==> src/mmd_pkg.sv <==
// constants and types shared by the sensing register device and its host controller
// ==========================================================
// Overview of operation
// magnet detection toggles global event bit 2
// flag bit2 level two, bit1 level one
// flag bit 0 gives magnet pole orientation
// amplitude low byte first, high byte next
// channels zero to two selectable inductive, two arrangements
// two-level detector uses channel two data only
// host sets channel two inductive, both electrodes
// button mode forbids antenna register writes
// two-level detector runs beside other interfaces
// setting register four holds enable and filter
// halt, near, contact thresholds plus hysteresis register
// host keeps near threshold below contact threshold
// magnet setting zero: divider and tuning mode
// host keeps tuning target above tuning base
// global bit 7 follows antenna active level
// global bit 1 toggles per antenna event
// bit 0 button events, bit 3 two-level
// reads never alter flags or values
package mmd_pkg;

	// ==========================================================
	// device register offsets
	localparam logic [7:0] OFF_GLOBAL_EVENTS = 8'h11;
	localparam logic [7:0] OFF_MAGNET_FLAGS = 8'h16;
	localparam logic [7:0] OFF_AMP_LOW = 8'h17;
	localparam logic [7:0] OFF_AMP_HIGH = 8'h18;
	localparam logic [7:0] OFF_CHAN2_MODE = 8'h42;
	localparam logic [7:0] OFF_CHAN2_TARGET = 8'h48;
	localparam logic [7:0] OFF_MAGNET_CONFIG1 = 8'h91;
	localparam logic [7:0] OFF_SWITCH_NEAR = 8'hA1;
	localparam logic [7:0] OFF_SWITCH_CONTACT = 8'hA2;
	localparam logic [7:0] ANTENNA_FIRST = 8'h70;
	localparam logic [7:0] ANTENNA_LAST = 8'h7F;

	// writable settings, one array entry each
	localparam int CFG_COUNT = 15;
	localparam logic [7:0] CFG_OFFSETS [CFG_COUNT] = '{
		8'h3F, 8'h42, 8'h45, 8'h48, 8'h4B, 8'h50, 8'h80, 8'h81,
		8'h82, 8'h83, 8'h90, 8'h91, 8'hA0, 8'hA1, 8'hA2};
	localparam int IDX_INDUCT_SEL = 0;
	localparam int IDX_CHAN2_MODE = 1;
	localparam int IDX_UI_ENABLE = 5;
	localparam int IDX_HYST_CONFIG = 6;
	localparam int IDX_HALT_THR = 7;
	localparam int IDX_NEAR_THR = 8;
	localparam int IDX_CONTACT_THR = 9;
	localparam int IDX_MAGNET_CONFIG0 = 10;
	localparam logic [7:0] REG_RESET = 8'h00;

	// ==========================================================
	// field positions
	localparam int GE_BUTTON_BIT = 0;
	localparam int GE_ANT_EVENT_BIT = 1;
	localparam int GE_MAGNET_BIT = 2;
	localparam int GE_TWO_LEVEL_BIT = 3;
	localparam int GE_ANT_ACTIVE_BIT = 7;
	localparam int MF_POLE_BIT = 0;
	localparam int MF_LEVEL1_BIT = 1;
	localparam int MF_LEVEL2_BIT = 2;
	localparam int UI_ENABLE_BIT = 0;
	localparam int NEAR_HYST_LSB = 0;
	localparam int CONTACT_HYST_LSB = 4;
	localparam int NIBBLE_W = 4;
	localparam int DIVIDER_LSB = 0;
	localparam int TUNING_LSB = 4;
	localparam int TUNING_W = 2;
	localparam int SEL_ENABLE_LSB = 0;
	localparam int SEL_COUPLED_LSB = 3;
	localparam int CHANNELS = 3;
	localparam logic [7:0] CHAN2_INDUCTIVE_SETUP = 8'h32;

	// ==========================================================
	// host software port
	localparam logic [7:0] SW_CMD = 8'h00;
	localparam logic [7:0] SW_RESULT = 8'h04;
	localparam logic [7:0] SW_IRQ_STATUS = 8'h08;
	localparam logic [7:0] SW_IRQ_MASK = 8'h0C;
	localparam logic [7:0] SW_CTRL = 8'h10;
	localparam int CMD_DATA_LSB = 8;
	localparam int CMD_READ_BIT = 16;
	localparam int CMD_SETUP_BIT = 17;
	localparam int RES_BUSY_BIT = 8;
	localparam int RES_REFUSED_BIT = 9;
	localparam int IRQ_DONE_BIT = 0;
	localparam int IRQ_REFUSED_BIT = 1;
	localparam int CTRL_BUTTON_BIT = 0;

	typedef enum logic [1:0] {HOST_IDLE, HOST_WRITE, HOST_READ, HOST_CAPTURE} mmd_host_state_t;

endpackage

==> src/mmd_link_if.sv <==
// register link between the sensing device and its host controller
`timescale 1ns/100ps
`default_nettype none
interface mmd_link_if;
	logic [7:0] addr;
	logic [7:0] wdata;
	logic wr;
	logic rd;
	logic [7:0] rdata;

	// ==========================================================
	// one modport per party
	modport device (input addr, input wdata, input wr, input rd, output rdata);
	modport host (output addr, output wdata, output wr, output rd, input rdata);
endinterface
`default_nettype wire

==> src/mmd_device.sv <==
// sensing device end: result registers, settings and two-level detector
`timescale 1ns/100ps
`default_nettype none
module mmd_device (
	input wire logic clk_in,
	input wire logic rst_n_in,
	input wire logic ce_in,
	mmd_link_if.device link,
	input wire logic magnet_event_in,
	input wire logic magnet_level1_out_in,
	input wire logic magnet_level2_out_in,
	input wire logic magnet_pole_in,
	input wire logic [15:0] magnet_amplitude_in,
	input wire logic button_event_flag_in,
	input wire logic single_antenna_active_in,
	input wire logic antenna_event_in,
	input wire logic [15:0] channel_two_data_in,
	input wire logic channel_two_valid_in,
	output logic [2:0] inductive_enable_out,
	output logic [2:0] coupled_coil_out,
	output logic [7:0] channel_two_mode_out,
	output logic [3:0] charge_divider_out,
	output logic [1:0] auto_tuning_mode_out,
	output logic two_level_near_out,
	output logic two_level_contact_out,
	output logic filter_halt_out
);
	import mmd_pkg::*;

	// ==========================================================
	// state
	logic [7:0] cfg_q [CFG_COUNT];
	logic [7:0] cfg_d [CFG_COUNT];
	logic magnet_toggle_q, magnet_toggle_d;
	logic antenna_toggle_q, antenna_toggle_d;
	logic near_q, near_d;
	logic contact_q, contact_d;
	logic halt_q, halt_d;
	logic [7:0] rdata_q, rdata_d;
	logic [7:0] global_v;
	logic [7:0] flags_v;
	logic enabled_v;
	logic [15:0] near_thr_v, contact_thr_v, halt_thr_v;
	logic [15:0] near_rel_v, contact_rel_v;

	// release level lies below the set level by the hysteresis, floored at zero
	function automatic logic [15:0] release_level(input logic [15:0] thr, input logic [3:0] hyst);
		logic [15:0] h;
		h = {12'h000, hyst};
		if (thr > h) begin
			release_level = thr - h;
		end else begin
			release_level = 16'h0000;
		end
	endfunction

	// ==========================================================
	// register file writes; read-only offsets simply ignore writes
	always_comb begin
		for (int i = 0; i < CFG_COUNT; i++) begin
			cfg_d[i] = cfg_q[i];
			if (link.wr && link.addr == CFG_OFFSETS[i]) begin
				cfg_d[i] = link.wdata;
			end
		end
	end

	// ==========================================================
	// event toggles: each detection flips its bit, so a poll sees an odd count but a pair cancels out
	always_comb begin
		magnet_toggle_d = magnet_toggle_q ^ magnet_event_in;
		antenna_toggle_d = antenna_toggle_q ^ antenna_event_in;
	end

	// ==========================================================
	// two-level detector on channel two samples only
	always_comb begin
		enabled_v = cfg_q[IDX_UI_ENABLE][UI_ENABLE_BIT];
		near_thr_v = {8'h00, cfg_q[IDX_NEAR_THR]};
		contact_thr_v = {8'h00, cfg_q[IDX_CONTACT_THR]};
		halt_thr_v = {8'h00, cfg_q[IDX_HALT_THR]};
		near_rel_v = release_level(near_thr_v,
			cfg_q[IDX_HYST_CONFIG][NEAR_HYST_LSB +: NIBBLE_W]);
		contact_rel_v = release_level(contact_thr_v,
			cfg_q[IDX_HYST_CONFIG][CONTACT_HYST_LSB +: NIBBLE_W]);
		near_d = near_q;
		contact_d = contact_q;
		halt_d = halt_q;
		// independent of button and antenna inputs, so both may run alongside
		if (!enabled_v) begin
			near_d = 1'b0;
			contact_d = 1'b0;
			halt_d = 1'b0;
		end else if (channel_two_valid_in) begin
			halt_d = channel_two_data_in >= halt_thr_v;
			if (!near_q && channel_two_data_in >= near_thr_v) begin
				near_d = 1'b1;
			end else if (near_q && channel_two_data_in < near_rel_v) begin
				near_d = 1'b0;
			end
			if (!contact_q && channel_two_data_in >= contact_thr_v) begin
				contact_d = 1'b1;
			end else if (contact_q && channel_two_data_in < contact_rel_v) begin
				contact_d = 1'b0;
			end
		end
	end

	// ==========================================================
	// result images assembled live from state and inputs
	always_comb begin
		global_v = 8'h00;
		global_v[GE_BUTTON_BIT] = button_event_flag_in;
		global_v[GE_ANT_EVENT_BIT] = antenna_toggle_q;
		global_v[GE_MAGNET_BIT] = magnet_toggle_q;
		global_v[GE_TWO_LEVEL_BIT] = near_q | contact_q;
		global_v[GE_ANT_ACTIVE_BIT] = single_antenna_active_in;
		flags_v = 8'h00; // upper bits unused, read zero
		flags_v[MF_LEVEL2_BIT] = magnet_level2_out_in;
		flags_v[MF_LEVEL1_BIT] = magnet_level1_out_in;
		flags_v[MF_POLE_BIT] = magnet_pole_in;
	end

	// ==========================================================
	// read mux; a read changes nothing but the data register
	always_comb begin
		rdata_d = rdata_q;
		if (link.rd) begin
			rdata_d = 8'h00;
			if (link.addr == OFF_GLOBAL_EVENTS) begin
				rdata_d = global_v;
			end else if (link.addr == OFF_MAGNET_FLAGS) begin
				rdata_d = flags_v;
			end else if (link.addr == OFF_AMP_LOW) begin
				rdata_d = magnet_amplitude_in[7:0];
			end else if (link.addr == OFF_AMP_HIGH) begin
				rdata_d = magnet_amplitude_in[15:8];
			end else begin
				for (int i = 0; i < CFG_COUNT; i++) begin
					if (link.addr == CFG_OFFSETS[i]) begin
						rdata_d = cfg_q[i];
					end
				end
			end
		end
	end

	// ==========================================================
	// registers; clock enable low freezes everything
	always_ff @(posedge clk_in or negedge rst_n_in) begin
		if (!rst_n_in) begin
			for (int i = 0; i < CFG_COUNT; i++) begin
				cfg_q[i] <= REG_RESET;
			end
			magnet_toggle_q <= 1'b0;
			antenna_toggle_q <= 1'b0;
			near_q <= 1'b0;
			contact_q <= 1'b0;
			halt_q <= 1'b0;
			rdata_q <= REG_RESET;
		end else if (ce_in) begin
			for (int i = 0; i < CFG_COUNT; i++) begin
				cfg_q[i] <= cfg_d[i];
			end
			magnet_toggle_q <= magnet_toggle_d;
			antenna_toggle_q <= antenna_toggle_d;
			near_q <= near_d;
			contact_q <= contact_d;
			halt_q <= halt_d;
			rdata_q <= rdata_d;
		end
	end

	// ==========================================================
	// settings steering the front end
	generate
		for (genvar c = 0; c < CHANNELS; c++) begin : g_chan
			// each of channels zero to two picks inductive sensing and its arrangement
			assign inductive_enable_out[c] = cfg_q[IDX_INDUCT_SEL][SEL_ENABLE_LSB + c];
			assign coupled_coil_out[c] = cfg_q[IDX_INDUCT_SEL][SEL_COUPLED_LSB + c];
		end
	endgenerate

	// outputs straight from flops
	assign channel_two_mode_out = cfg_q[IDX_CHAN2_MODE];
	assign charge_divider_out = cfg_q[IDX_MAGNET_CONFIG0][DIVIDER_LSB +: NIBBLE_W];
	assign auto_tuning_mode_out = cfg_q[IDX_MAGNET_CONFIG0][TUNING_LSB +: TUNING_W];
	assign two_level_near_out = near_q;
	assign two_level_contact_out = contact_q;
	assign filter_halt_out = halt_q;
	assign link.rdata = rdata_q;

endmodule // mmd_device
`default_nettype wire

==> src/flat_wrapper.sv <==
// flat-port wrapper written by rule: the top's interface ports become plain ports
module mmd_device_flat import mmd_pkg::*;
  (clk_in, rst_n_in, ce_in, magnet_event_in, magnet_level1_out_in, magnet_level2_out_in, magnet_pole_in, magnet_amplitude_in, button_event_flag_in, single_antenna_active_in, antenna_event_in, channel_two_data_in, channel_two_valid_in, inductive_enable_out, coupled_coil_out, channel_two_mode_out, charge_divider_out, auto_tuning_mode_out, two_level_near_out, two_level_contact_out, filter_halt_out, link_addr, link_wdata, link_wr, link_rd, link_rdata);
  mmd_link_if link_i ();
  input wire logic clk_in;
  input wire logic rst_n_in;
  input wire logic ce_in;
  input wire logic magnet_event_in;
  input wire logic magnet_level1_out_in;
  input wire logic magnet_level2_out_in;
  input wire logic magnet_pole_in;
  input wire logic [15:0] magnet_amplitude_in;
  input wire logic button_event_flag_in;
  input wire logic single_antenna_active_in;
  input wire logic antenna_event_in;
  input wire logic [15:0] channel_two_data_in;
  input wire logic channel_two_valid_in;
  output logic [2:0] inductive_enable_out;
  output logic [2:0] coupled_coil_out;
  output logic [7:0] channel_two_mode_out;
  output logic [3:0] charge_divider_out;
  output logic [1:0] auto_tuning_mode_out;
  output logic two_level_near_out;
  output logic two_level_contact_out;
  output logic filter_halt_out;
  input wire logic [$bits(link_i.addr)-1:0] link_addr;
  input wire logic [$bits(link_i.wdata)-1:0] link_wdata;
  input wire logic [$bits(link_i.wr)-1:0] link_wr;
  input wire logic [$bits(link_i.rd)-1:0] link_rd;
  output wire logic [$bits(link_i.rdata)-1:0] link_rdata;
  assign link_i.addr = link_addr;
  assign link_i.wdata = link_wdata;
  assign link_i.wr = link_wr;
  assign link_i.rd = link_rd;
  assign link_rdata = link_i.rdata;
  mmd_device u_core (.clk_in(clk_in), .rst_n_in(rst_n_in), .ce_in(ce_in), .link(link_i), .magnet_event_in(magnet_event_in), .magnet_level1_out_in(magnet_level1_out_in), .magnet_level2_out_in(magnet_level2_out_in), .magnet_pole_in(magnet_pole_in), .magnet_amplitude_in(magnet_amplitude_in), .button_event_flag_in(button_event_flag_in), .single_antenna_active_in(single_antenna_active_in), .antenna_event_in(antenna_event_in), .channel_two_data_in(channel_two_data_in), .channel_two_valid_in(channel_two_valid_in), .inductive_enable_out(inductive_enable_out), .coupled_coil_out(coupled_coil_out), .channel_two_mode_out(channel_two_mode_out), .charge_divider_out(charge_divider_out), .auto_tuning_mode_out(auto_tuning_mode_out), .two_level_near_out(two_level_near_out), .two_level_contact_out(two_level_contact_out), .filter_halt_out(filter_halt_out));
endmodule
==> config.mk <==
export PLATFORM = sky130hd
export DESIGN_NAME = mmd_device_flat
export DESIGN_NICKNAME = d
export VERILOG_FILES = /design/src/mmd_pkg.sv /design/src/mmd_link_if.sv /design/src/mmd_device.sv /design/src/flat_wrapper.sv
export SDC_FILE = /design/constraint.sdc
export NUM_CORES = 1
export LEC_CHECK = 0
export ABC_AREA = 0
export BUFFER_PORTS_ARGS = -buffer_cell sky130_fd_sc_hd__buf_4
export CORE_ASPECT_RATIO = 0.8
export CORE_MARGIN = 2
export CORE_UTILIZATION = 35
export CTS_CLUSTER_DIAMETER = 40
export DETAILED_ROUTE_END_ITERATION = 8
export HOLD_SLACK_MARGIN = 0.03
export PLACE_DENSITY_LB_ADDON = 0.25
export SETUP_SLACK_MARGIN = 0.15
export SLEW_MARGIN = 20
export SYNTH_ARGS = -nofsm -noshare
export SYNTH_HDL_FRONTEND = slang
export SYNTH_SLANG_ARGS = --single-unit
==> constraint.sdc <==
create_clock -name clk_in -period 4.6 [get_ports clk_in]
set_input_delay 0.92 -clock clk_in [delete_from_list [all_inputs] [get_ports clk_in]]
set_output_delay 0.92 -clock clk_in [all_outputs]
set_load 0.03 [all_outputs]
==> flow_summary.toml <==
[timing]
finalClockSkew_ps = 16.8
min_period_ps = 3590
finalSetupViolCount = 0
hold_viol_final = 0
finalMaxSlewViolations = 0
period_share = 0.780
maxSlewHeadroom = 0.286
rsz0062_at_grt = "no"
final.setup.tns_ps = 0
fmax_mhz = 279
tightest_slew_ps = 1070

[critical_path]
crit_type = "register to register"
worstPathRequired_ps = 4900
critPathLaunchType = "register"
cp.arrival_ps = 3890
cp_max_fo = 8
end_kind = "register"

[yosys]
synth-main-ff-cell = "dfrtp_1"
ys_seq_area_frac = 0.395
syn_area_per_cell_um2 = 10.1
ys_warn_count = 0
synthCells = 836
synth-edff-count = 0
synthTopCellsByCount = "133 x dfrtp_1, 76 x mux2_1, 75 x nand2_1"
synth_async_sr_flop_share = 1.00
synth_top_cell_by_area = "dfrtp_1"
synth.most_common_cell = "dfrtp_1"
netlist_area_um2 = 8420
netlist.area_leader.share = 0.395
synth.ff_latch_count = 133
ys_top_cells_by_area = "dfrtp_1 40%, mux2_1 10%, ha_1 9.2%"
synth_nets = 961
ys_types = 73

[clocking]
cts_setup_buffers = 0
ctsResizeCount = 0
cts_hold_buf = 0
cts_tree = "yes"
cts_buffers = 17
htreeDepth = 4
cts.sinks = 133
cts_root_buf = "clkbuf_16"
clock_latency_ps = 440
clk_pin_slew_ps = 60
clock_path_buffers = 2

[worst_hold_path]
hold_class = "register to register"

[placement]
place_congestion = 0.920
io_buffer_count = 91
hpwl_um = 20500

[global_routing]
grt_use_total = 0.223
grt_max_degree = 116
grt_pass1_vias = 6815
grt-ovfl-total = 0
antenna_found_initial = 0
grt_pass1_wl_um = 41900

[finish]
n_antenna_cell = 0
layout.nets = 1025
area_growth_pct = 17.2
drive_gt1_frac = 0.191
num-fill-cells = 2352

[detailed_routing]
firstDrtPassIters = 6
wl_per_cell_um = 22.6
vias = 7073
drt_iter0_markers = 685
drc = 0
via_per_inst = 5.77
wl_um = 27700
drtAntennaViolNets = 0

[floorplanning]
num_rows = 50
die_h_um = 143
dieArea_um2 = 25300
start_util = 0.358
core_um2 = 23500
die_w_um = 177
boundaryPins = 92

[pwr]
p_leak_nw = 4.60
vdd_drop_max_v = 0.000239
total_power_mw = 3.03
power_density_nw_per_um2 = 307

[run]
drv_cap = 0

[run_status]
status = "completed"
## worst paths after layout
| kind | cells after the start | slack [ps] | end | start |
|---|---|---|---|---|
| hold reg to reg | 1 | 480 | u_core.magnet_toggle_q | u_core.magnet_toggle_q |
| hold / removal | 1 | 480 | u_core.magnet_toggle_q | u_core.magnet_toggle_q |
| max in group asynchronous | 2 | 3060 | u_core.cfg_q[74] | rst_n_in |
| min in group asynchronous | 1 | 620 | u_core.inductive_enable_out[2] | rst_n_in |
| setup / recovery | 16 | 1010 | u_core.two_level_contact_out | u_core.cfg_q[40] |
| setup reg to reg | 16 | 1010 | u_core.two_level_contact_out | u_core.cfg_q[40] |
## cell usage in the layout (no fill, tap or decap), types with 8 or more instances in the layout
master	netlist	layout
o21ai_1	24	24
o211ai_1	8	8
nand4_1	9	9
dfrtp_1	133	133
a21o_1	10	10
a21oi_1	37	37
clkbuf_16	0	17
a22oi_1	14	14
a221oi_1	11	11
a211oi_1	8	8
nand2b_1	12	12
o22ai_1	9	9
mux2_1	76	76
ha_1	62	62
nor3_1	16	16
mux2_2	22	22
o21ai_0	37	37
nor2_1	38	38
inv_1	42	42
nand2_1	75	75
buf_4	20	103
## per-stage QoR
| step | hold slack [ps] | std cells | util | setup WS, ps | instance area (um2) |
|---|---|---|---|---|---|
| 2_1_floorplan | 445 | 836 | - | 1510 | 8420 |
| 3_3_place_gp | 468 | 1193 | 0.395 | 1040 | 9280 |
| 3_5_place_dp | 474 | 1193 | 0.395 | 1040 | 9280 |
| 4_1_cts | 485 | 1225 | 0.419 | 1030 | 9860 |
| 5_1_grt | 504 | 1225 | 0.419 | 755 | 9860 |
| 6_report | 484 | 1225 | 0.419 | 1010 | 9860 |
## power breakdown
part / switching [mW] / internal [mW] / total [mW]
Combinational: 0.257 / 0.167 / 0.424
Clock: 0.570 / 0.771 / 1.34
Sequential: 0.0465 / 1.22 / 1.27
## worst max-delay path, cell delays in order (launching register included)
cell      delay, ps
dfrtp_1         390
inv_1           140
ha_1            190
inv_1            50
fa_1            400
nand2_1          80
nand2_1          50
a21oi_1         270
nand4_1         430
ha_1            470
a21o_1          180
a21o_1          180
a211oi_1        220
o21ai_0         120
o211ai_1         90
o211a_1         170
a211oi_1         40
## layer usage
layer | vias up | part of all wire | routed length [um] | track usage
met5 | - | 0 | 0 | 0
met4 | 0 | 0.021 | 580 | 0.0712
met3 | 41 | 0.078 | 2170 | 0.0532
met2 | 287 | 0.41 | 11300 | 0.309
met1 | 3515 | 0.49 | 13700 | 0.337
li1 | 3230 | - | - | -
## cell type report
cell class	instances	area [um2]	area share
multi-input cells	602	4620	0.468
repair buffers	104	787	0.0798
clock buffers	18	439	0.0445
flip-flops and latches	133	3330	0.337
inverters	42	158	0.0160
well taps	312	390	0.0396
clock inverters	14	141	0.0143
## cell families (layout without fill, tap and decap cells)
kind of cell               after synthesis  count (layout)  synth area share
AOI/OAI and AO/OA                      205             205             0.161
DFF                                    133             133             0.395
xor gates and xnor gates                10              10            0.0104
buffers and inverters                  101             178            0.0566
muxes                                  100             100             0.133
and+or+nand+nor                        223             223             0.147
adders and majority gates               64              64            0.0969
## sequential cells by signal, indices dropped and copies added, names as in the netlist
name and flops:
u_core.cfg_q 100, u_core.channel_two_mode_out 8, u_core.link.rdata 8, u_core.charge_divider_out 4, u_core.coupled_coil_out 3, u_core.inductive_enable_out 3, u_core.auto_tuning_mode_out 2, u_core.antenna_toggle_q 1
u_core.filter_halt_out 1, u_core.magnet_toggle_q 1, u_core.two_level_contact_out 1, u_core.two_level_near_out 1
No activity file was read; power rests on OpenSTA's default activity.
